## src/pkg/sensor_cfg_defs.svh

```systemverilog
// constants for the sensor configuration command unit
`ifndef SENSOR_CFG_DEFS_SVH
`define SENSOR_CFG_DEFS_SVH
// command codes
`define CMD_ENTER_COMMAND 16'h7274
`define CMD_EEP_TO_RAM 16'h00C0
`define CMD_START_CYCLE 16'h0002
`define CMD_RAM_TO_EEP 16'h00C3
// memory geometry
`define MEM_WORDS 32
`define MEM_AW 5
`define MEM_DW 16
`define MEM_LAST 5'h1F
// free user words
`define FREE_USER_WORD_A 5'h1C
`define FREE_USER_WORD_B 5'h1D
`define FREE_USER_WORD_C 5'h1E
// front end word and fields
`define CFG_AFE_ADDR 5'h19
`define AFE_POL_BIT 0
`define AFE_CAL_TS_LSB 1
`define AFE_AMB_TS_LSB 4
`define AFE_RES_LSB 8
// protection word and fields
`define CFG_PROT_ADDR 5'h1A
`define PROT_BROKEN_BIT 0
`define PROT_SHORT_BIT 1
`define PROT_CONNHC_BIT 2
`define PROT_CONN_BIT 3
`define PROT_AGING_BIT 4
`define PROT_LOCK_BIT 5
`define PROT_ROMCHK_BIT 6
`define PROT_ROMDIAG_BIT 7
`define PROT_DIAG_MODE_SELF_RESET_EN_BIT 8
`define PROT_BOOST_BIT 9
// timing
`define CLK_MHZ 250
`define ROM_CHECK_TIME_US 10000
`define ROM_CHECK_CYCLES (`ROM_CHECK_TIME_US * `CLK_MHZ)
`endif

```

## src/pkg/sensor_cfg_pkg.sv

```systemverilog
// types for the sensor configuration command unit
`default_nettype none
package sensor_cfg_pkg;
   typedef enum logic [2:0] {
      ST_BOOT_COPY = 3'b000,
      ST_ROM_CHECK = 3'b001,
      ST_NORMAL = 3'b010,
      ST_COMMAND = 3'b011,
      ST_COPY_E2R = 3'b100,
      ST_COPY_R2E = 3'b101,
      ST_DIAG = 3'b110
   } unit_state_e;
endpackage
`default_nettype wire

```

## src/hw/sensor_config_command_unit.sv

```systemverilog
// command handling and protection options of the sensor conditioner
`timescale 1ns/1ps
`default_nettype none
`include "sensor_cfg_defs.svh"
module sensor_config_command_unit #(
   parameter int ROM_CHECK_CYCLES = `ROM_CHECK_CYCLES,
   parameter int ADC_W = 24
) (
   input wire logic I_CLK,
   input wire logic I_RSTN,
   input wire logic i_CMD_VALID,
   input wire logic [15:0] i_CMD_CODE,
   input wire logic i_CMD_FROM_LIN,
   input wire logic i_WR_VALID,
   input wire logic [4:0] i_WR_ADDR,
   input wire logic [15:0] i_WR_DATA,
   input wire logic [4:0] i_RD_ADDR,
   input wire logic i_ROM_FAIL,
   input wire logic i_CYCLE_START,
   input wire logic signed [ADC_W-1:0] i_ADC_RAW,
   output logic [15:0] o_RD_DATA,
   output logic [2:0] o_MODE,
   output logic o_CMD_MODE,
   output logic o_MEASURE_RUN,
   output logic o_BUSY,
   output logic o_CMD_REFUSED,
   output logic o_SELF_RESET,
   output logic [4:0] o_CHECK_EN,
   output logic o_BIAS_BOOST,
   output logic [2:0] o_CAL_TS,
   output logic [2:0] o_AMB_TS,
   output logic [ADC_W:0] o_ADC_CODE
);
   sensor_cfg_pkg::unit_state_e state_reg, state_next;
   logic [15:0] ram [0:`MEM_WORDS-1];
   logic [15:0] eep [0:`MEM_WORDS-1];
   logic [4:0] idx_reg;
   logic [31:0] rom_cnt_reg;
   logic boot_reg;
   logic [15:0] prot, afe;
   logic cmd_ok, lin_locked, ram_wr_ok;
   logic [4:0] res;
   logic signed [ADC_W:0] adc_pol;

   // reads a one-bit field of a configuration word
   function automatic logic field(input logic [15:0] w, input int b);
      return w[b];
   endfunction

   assign prot = ram[`CFG_PROT_ADDR];
   assign afe = ram[`CFG_AFE_ADDR];
   assign cmd_ok = i_CMD_VALID && state_reg == sensor_cfg_pkg::ST_COMMAND;
   // lin writes to nonvolatile memory blocked by lock
   assign lin_locked = i_CMD_FROM_LIN && field(prot, `PROT_LOCK_BIT);
   assign ram_wr_ok = i_WR_VALID && state_reg == sensor_cfg_pkg::ST_COMMAND
                    && !(cmd_ok && i_CMD_CODE == `CMD_EEP_TO_RAM);
   assign res = afe[`AFE_RES_LSB +: 5];

   // next state: commands come from either interface alike, except a ram to eeprom copy from lin while locked
   always_comb begin
      state_next = state_reg;
      unique case (state_reg)
         sensor_cfg_pkg::ST_BOOT_COPY: begin
            if (idx_reg == `MEM_LAST) begin
               if (field(eep[`CFG_PROT_ADDR], `PROT_ROMCHK_BIT) ||
                   field(eep[`CFG_PROT_ADDR], `PROT_ROMDIAG_BIT)) begin
                  state_next = sensor_cfg_pkg::ST_ROM_CHECK;
               end else begin
                  state_next = sensor_cfg_pkg::ST_NORMAL;
               end
            end
         end
         sensor_cfg_pkg::ST_ROM_CHECK: begin
            if (rom_cnt_reg >= 32'(ROM_CHECK_CYCLES - 1)) begin
               state_next = i_ROM_FAIL ? sensor_cfg_pkg::ST_DIAG
                                       : sensor_cfg_pkg::ST_NORMAL;
            end
         end
         sensor_cfg_pkg::ST_NORMAL, sensor_cfg_pkg::ST_DIAG: begin
            if (state_reg == sensor_cfg_pkg::ST_DIAG &&
                field(prot, `PROT_DIAG_MODE_SELF_RESET_EN_BIT)) begin
               state_next = sensor_cfg_pkg::ST_BOOT_COPY;
            end else if (i_CMD_VALID &&
                         i_CMD_CODE == `CMD_ENTER_COMMAND) begin
               state_next = sensor_cfg_pkg::ST_COMMAND;
            end
         end
         sensor_cfg_pkg::ST_COMMAND: begin
            if (i_CMD_VALID) begin
               if (i_CMD_CODE == `CMD_EEP_TO_RAM) begin
                  state_next = sensor_cfg_pkg::ST_COPY_E2R;
               end else if (i_CMD_CODE == `CMD_START_CYCLE) begin
                  state_next = sensor_cfg_pkg::ST_NORMAL;
               end else if (i_CMD_CODE == `CMD_RAM_TO_EEP &&
                            !lin_locked) begin
                  state_next = sensor_cfg_pkg::ST_COPY_R2E;
               end
            end
         end
         sensor_cfg_pkg::ST_COPY_E2R, sensor_cfg_pkg::ST_COPY_R2E: begin
            if (idx_reg == `MEM_LAST) begin
               state_next = sensor_cfg_pkg::ST_COMMAND;
            end
         end
         default: begin
            state_next = sensor_cfg_pkg::ST_BOOT_COPY;
         end
      endcase
   end

   // state register
   always_ff @(posedge I_CLK or negedge I_RSTN) begin
      if (!I_RSTN) begin
         state_reg <= sensor_cfg_pkg::ST_BOOT_COPY;
      end else begin
         state_reg <= state_next;
      end
   end

   // word index for the copy loops, restarts on each copy
   always_ff @(posedge I_CLK or negedge I_RSTN) begin
      if (!I_RSTN) begin
         idx_reg <= 5'h00;
      end else if (state_reg != state_next) begin
         idx_reg <= 5'h00;
      end else if (state_reg == sensor_cfg_pkg::ST_BOOT_COPY ||
                   state_reg == sensor_cfg_pkg::ST_COPY_E2R ||
                   state_reg == sensor_cfg_pkg::ST_COPY_R2E) begin
         idx_reg <= idx_reg + 5'h01;
      end
   end

   // rom check duration counter
   always_ff @(posedge I_CLK or negedge I_RSTN) begin
      if (!I_RSTN) begin
         rom_cnt_reg <= 32'h0000_0000;
      end else if (state_reg == sensor_cfg_pkg::ST_ROM_CHECK) begin
         rom_cnt_reg <= rom_cnt_reg + 32'h0000_0001;
      end else begin
         rom_cnt_reg <= 32'h0000_0000;
      end
   end

   // working ram: whole image from eeprom, or software writes
   always_ff @(posedge I_CLK) begin
      if (state_reg == sensor_cfg_pkg::ST_BOOT_COPY ||
          state_reg == sensor_cfg_pkg::ST_COPY_E2R) begin
         ram[idx_reg] <= eep[idx_reg];
      end else if (ram_wr_ok) begin
         ram[i_WR_ADDR] <= i_WR_DATA;
      end
   end

   // nonvolatile image: every word, free user words included
   always_ff @(posedge I_CLK) begin
      if (state_reg == sensor_cfg_pkg::ST_COPY_R2E) begin
         eep[idx_reg] <= ram[idx_reg];
      end
   end

   // read port and mode outputs
   always_ff @(posedge I_CLK or negedge I_RSTN) begin
      if (!I_RSTN) begin
         o_RD_DATA <= 16'h0000;
         o_MODE <= 3'h0;
         o_CMD_MODE <= 1'b0;
         o_MEASURE_RUN <= 1'b0;
         o_BUSY <= 1'b1;
      end else begin
         o_RD_DATA <= ram[i_RD_ADDR];
         o_MODE <= state_next;
         o_CMD_MODE <= state_next == sensor_cfg_pkg::ST_COMMAND;
         o_MEASURE_RUN <= state_next == sensor_cfg_pkg::ST_NORMAL;
         o_BUSY <= state_next == sensor_cfg_pkg::ST_BOOT_COPY ||
                   state_next == sensor_cfg_pkg::ST_ROM_CHECK ||
                   state_next == sensor_cfg_pkg::ST_COPY_E2R ||
                   state_next == sensor_cfg_pkg::ST_COPY_R2E;
      end
   end

   // refusal and self reset pulses
   always_ff @(posedge I_CLK or negedge I_RSTN) begin
      if (!I_RSTN) begin
         o_CMD_REFUSED <= 1'b0;
         o_SELF_RESET <= 1'b0;
      end else begin
         o_CMD_REFUSED <= cmd_ok && i_CMD_CODE == `CMD_RAM_TO_EEP
                          && lin_locked;
         o_SELF_RESET <= state_reg == sensor_cfg_pkg::ST_DIAG &&
                         field(prot, `PROT_DIAG_MODE_SELF_RESET_EN_BIT);
      end
   end

   // check enables and front end settings taken at cycle start
   always_ff @(posedge I_CLK or negedge I_RSTN) begin
      if (!I_RSTN) begin
         o_CHECK_EN <= 5'h00;
         o_BIAS_BOOST <= 1'b0;
         o_CAL_TS <= 3'h0;
         o_AMB_TS <= 3'h0;
      end else if (state_next == sensor_cfg_pkg::ST_NORMAL &&
                   (i_CYCLE_START ||
                    state_reg != sensor_cfg_pkg::ST_NORMAL)) begin
         o_CHECK_EN <= prot[`PROT_AGING_BIT:`PROT_BROKEN_BIT];
         o_BIAS_BOOST <= field(prot, `PROT_BOOST_BIT);
         o_CAL_TS <= afe[`AFE_CAL_TS_LSB +: 3];
         o_AMB_TS <= afe[`AFE_AMB_TS_LSB +: 3];
      end
   end

   // polarity inversion then saturation of the converter result
   assign adc_pol = field(afe, `AFE_POL_BIT) ? -(ADC_W+1)'(i_ADC_RAW)
                                             : (ADC_W+1)'(i_ADC_RAW);
   always_ff @(posedge I_CLK or negedge I_RSTN) begin
      if (!I_RSTN) begin
         o_ADC_CODE <= '0;
      end else if (adc_pol < 0) begin
         o_ADC_CODE <= '0;
      end else if (adc_pol >= ((ADC_W+1)'(1) << res)) begin
         o_ADC_CODE <= (ADC_W+1)'(1) << res;
      end else begin
         o_ADC_CODE <= adc_pol;
      end
   end
endmodule
`default_nettype wire

```

## config.mk

```make
export PLATFORM = sky130hd
export DESIGN_NAME = sensor_config_command_unit
export DESIGN_NICKNAME = d
export VERILOG_FILES = /design/src/pkg/sensor_cfg_pkg.sv /design/src/hw/sensor_config_command_unit.sv
export VERILOG_INCLUDE_DIRS = /design/src /design/src/pkg
export SDC_FILE = /design/constraint.sdc
export NUM_CORES = 1
export LEC_CHECK = 0
export BUFFER_PORTS_ARGS = -buffer_cell sky130_fd_sc_hd__buf_2
export CAP_MARGIN = 10
export CORE_UTILIZATION = 55
export DETAILED_ROUTE_END_ITERATION = 8
export GPL_TIMING_DRIVEN = 0
export PLACE_DENSITY = 0.7
export SYNTH_ARGS = -nofsm -noshare
export SYNTH_HDL_FRONTEND = slang
export SYNTH_SLANG_ARGS = --single-unit
```

## constraint.sdc

```tcl
create_clock -name I_CLK -period 4.92 [get_ports I_CLK]
set_input_delay 0.246 -clock I_CLK [delete_from_list [all_inputs] [get_ports I_CLK]]
set_output_delay 0.246 -clock I_CLK [all_outputs]
set_load 0.1 [all_outputs]
```

==> results.txt <==
----------------------------------------------------
[STA]
  Share of the clock period used by the worst path ... 0.969
  Sum Neg Setup Slack ... 0 ns
  Worst setup margin ... 0.151 ns
  Setup repair after global routing missed its margin ... no
  Minimum hold slack ... 0.0291 ns
  Final setup vio count ... 0
  Top achievable clock speed ... 210 MHz
  Slew @ Worst Pin ... 1.41 ns
  Post-layout minimum cycle time ... 4.77 ns
  Number of slew-limit violations in the final report ... 0
  Worst-case headroom to the max-slew limit ... 0.0625
  Fin Clk Skew ... 0.0573 ns
  Hold Violations, Final ... 0

[Placed design]
  Dpl hpwl ... 103 mm
  Number of placed instances, taps included ... 3861
  Minimum setup slack after placement ... -0.849 ns
  Last weighted congestion value of the routability-driven placer ... 0.918
  Number of port buffers ... 128

[Routing]
  DR WL/cell ... 35.3 um
  Count of vias placed by the detailed router ... 28700
  Iter 0 DRT Violations ... 4454
  Number of DRC violations after detailed routing ... 0
  Final routed wirelength across all metal layers ... 145 mm
  Number of search-and-repair iterations in the first detailed-routing pass ... 6
  Count of antenna-violating nets left after detailed routing ... 0
  Post-detailed-route via-to-cell ratio ... 6.99

[Worst setup path]
  Cell repeated most along the worst path ... sky130_fd_sc_hd__buf_2
  Family of cells with the greatest summed delay on the critical path ... buffers and inverters
  Worst setup SP type ... flop
  Maximum fanout encountered on the critical timing path ... 32
  Required time at the endpoint of the critical path ... 5.18 ns
  Start-to-end type of the worst setup path ... reg2reg
  Worst path slowest cell ... sky130_fd_sc_hd__a221oi_1
  Reg2reg start ... idx_reg[0]
  Buffers plus inverters on the worst setup path ... 3
  Data arrival time of the critical path ... 5.03 ns
  Endpoint type of the worst setup path ... flop
  Critical-path cell list ... buf_2 > buf_2 > buf_1 > mux4_2 > a221oi_1 > a31oi_4
  Launch point of the critical path ... idx_reg[0]
  Max incr delay on CP ... 0.97 ns

[Global routing]
  Largest net degree at the start of global routing ... 55
  Initial antenna violation count ... 2
  Number of global-route vias before repair ... 28700
  First-pass GRT wire length ... 206 mm
  Remaining global-route overflow ... 0
  GRT Util Overall ... 0.328

[Synthesis]
  Syn Nets ... 2596
  Synth Cell Area ... 48400 um2
  Syn. warnings ... 0
  Synthesis-stage register bit count ... 1122
  Sequential-to-total area share from yosys stat ... 0.686
  Prevailing post-synth register cell ... sky130_fd_sc_hd__edfxtp_1
  Syn Inst Count ... 2491
  Post-synthesis cell type count ... 66
  Number of flops mapped to enable cells by yosys ... 1024
  Post-synth top area share ... 0.635
  Async set-reset flop share out of synthesis ... 0.0873
  Mean Syn Cell Area ... 19.4 um2
  Biggest area contributors in the synthesized netlist ... sky130_fd_sc_hd__edfxtp_1, sky130_fd_sc_hd__mux4_2, sky130_fd_sc_hd__dfrtp_1
  Leading area contributor after synthesis ... sky130_fd_sc_hd__edfxtp_1

[Final layout]
  Filler cells ... 5650
  Area added between synthesis and finish ... 17.5%
  Post-Layout Cell Count ... 4104
  Leading cell types in the layout, fill and taps excluded ... sky130_fd_sc_hd__edfxtp_1, sky130_fd_sc_hd__mux4_2, sky130_fd_sc_hd__buf_2
  # nets final ... 2956
  Most common cell after layout, fill and taps aside ... sky130_fd_sc_hd__edfxtp_1
  Fraction of layout cells with a size suffix above 1 ... 0.334

[Floorplanning]
  Number of top-level pins ... 134
  Std cell rows ... 108
  Die Width ... 299 um
  Initial core utilization ... 0.556
  Full die area ... 89200 um2
  Std-Cell Core Area ... 87000 um2
  Vertical extent of the die ... 299 um

[Power and ir drop]
  Share of total power in combinational logic ... 0.048
  PnR Total Power ... 0.0203 W
  Total internal power ... 0.0158 W
  Worst vdd rail ir drop ... 0.291 mV
  Areal power density over the cells ... 357 nW/um2
  Share of total power in the clock network ... 0.437
  Switching part of the total ... 0.220
  Sequential cell fraction of total power ... 0.514
  Switching component of the power ... 0.00446 W
  Leak Pwr ... 18.0 nW

[CTS]
  Clock buffer count from CTS ... 109
  CTS Buffer Depth ... 3
  Latest clock arrival within the worst-skew pair ... 0.73 ns
  Clock H-tree levels ... 3
  Clk Tree Root Cell ... sky130_fd_sc_hd__clkbuf_16
  Reg clk slew, reported paths ... 0.06 ns
  Clock tree from TritonCTS ... yes
  CTS Sinks ... 1122

[Worst hold path]
  Source of the worst hold timing path ... i_ADC_RAW[8]
  Min-delay worst type ... in2reg

[Run]
  Max_cap viols ... 0

[Run status]
  Result of the run ... finished clean

----------------------------------------------------
[routing by layer]
layer,vias to the layer above,global-route usage,wire length [um]
met5,-,0,11
met4,2,0.138,6090
met3,333,0.0870,19400
met2,2220,0.493,66600
met1,14900,0.461,52700
li1,11200,-,-
[area by class of cell]
class	instances	area, um2	area share
plain buffers	160	673	0.0118
clock inverters	71	918	0.0161
inverters	14	52.6	0.000924
clock buffers	134	2890	0.0508
flip-flops and latches	1122	33200	0.584
repair buffers	250	2740	0.0481
well taps	1155	1450	0.0254
diodes	4	10.0	0.000176
multi-input cells	1194	15000	0.263
[worst min-delay path: cells and delay by family]
| kind | cells | cell delay (ns) |
|---|---|---|
| xor gates and xnor gates | 1 | 0.15 |
| buffers and inverters | 1 | 0.13 |
| and+or+nand+nor | 1 | 0.10 |
| AOI/OAI and AO/OA | 1 | 0.07 |
[per-stage QoR]
step	instance area (um2)	util
after CTS	56700	0.651
after detailed placement	52600	0.604
after global placement	50500	0.580
final	56900	0.654
after global routing	56900	0.654
after floorplan	48400	-
[timing repair]
| action | CTS | global route |
|---|---|---|
| setup buffers | 7 | 6 |
| hold endpoints to repair | 56 | 0 |
| gates resized for setup | 18 | 7 |
| endpoints found under the setup margin | 570 | 217 |
| pin swaps | 4 | 3 |
| gates cloned | 0 | 0 |
| hold buffers | 13 | 0 |
[synthesized netlist by cell type, types with 7 or more instances]
| cell | n |
|---|---|
| sky130_fd_sc_hd__a211oi_1 | 15 |
| sky130_fd_sc_hd__a21o_1 | 11 |
| sky130_fd_sc_hd__a21oi_1 | 33 |
| sky130_fd_sc_hd__a221oi_1 | 34 |
| sky130_fd_sc_hd__a22o_1 | 33 |
| sky130_fd_sc_hd__a22oi_1 | 58 |
| sky130_fd_sc_hd__a31oi_1 | 20 |
| sky130_fd_sc_hd__and2_1 | 9 |
| sky130_fd_sc_hd__and3_1 | 19 |
| sky130_fd_sc_hd__buf_1 | 41 |
| sky130_fd_sc_hd__buf_2 | 10 |
| sky130_fd_sc_hd__clkbuf_1 | 109 |
| sky130_fd_sc_hd__dfrtp_1 | 97 |
| sky130_fd_sc_hd__edfxtp_1 | 1024 |
| sky130_fd_sc_hd__ha_1 | 32 |
| sky130_fd_sc_hd__inv_1 | 14 |
| sky130_fd_sc_hd__mux2_2 | 27 |
| sky130_fd_sc_hd__mux2i_1 | 11 |
| sky130_fd_sc_hd__mux4_2 | 416 |
| sky130_fd_sc_hd__nand2_1 | 59 |
| sky130_fd_sc_hd__nand2b_1 | 11 |
| sky130_fd_sc_hd__nand3_1 | 22 |
| sky130_fd_sc_hd__nand3b_1 | 9 |
| sky130_fd_sc_hd__nand4_1 | 19 |
| sky130_fd_sc_hd__nor2_1 | 144 |
| sky130_fd_sc_hd__nor3_1 | 29 |
| sky130_fd_sc_hd__nor3b_1 | 8 |
| sky130_fd_sc_hd__nor4_1 | 7 |
| sky130_fd_sc_hd__o21ai_0 | 37 |
| sky130_fd_sc_hd__o41ai_1 | 9 |
| sky130_fd_sc_hd__or3_1 | 7 |
| sky130_fd_sc_hd__xnor2_1 | 31 |
| sky130_fd_sc_hd__xor2_1 | 20 |
[logic make-up after synthesis]
logic type	synth area share
compound gates	0.0413
xor+xnor	0.00923
buf+inv	0.0140
simple gates	0.0391
fa+ha+maj	0.00827
flops	0.686
mux	0.202
[path summary, 6_finish.rpt]
path	endpoint	slack, ns	cells after the start
min in group asynchronous	rom_cnt_reg[28]	0.12	2
worst min register to register	rom_cnt_reg[0]	0.50	1
worst min-delay path	o_ADC_CODE[8]	0.03	4
worst max-delay path	ram[21][1]	0.15	6
worst max register to register	ram[21][1]	0.15	6
max in group asynchronous	o_RD_DATA[12]	4.02	3
[power by group through the flow]
stage / Clock (W) / Sequential, W / Combinational [W]
after detailed placement: 0 / 0.0106 / 0.000943
after global routing: 0.00925 / 0.0104 / 0.00101
after CTS: 0.00891 / 0.0104 / 0.000956
after floorplan: 0 / 0.0108 / 0.000376
after global placement: 0 / 0.0106 / 0.000876
final: 0.00887 / 0.0104 / 0.000977
Note: power is estimated with default switching activity, not from simulation.
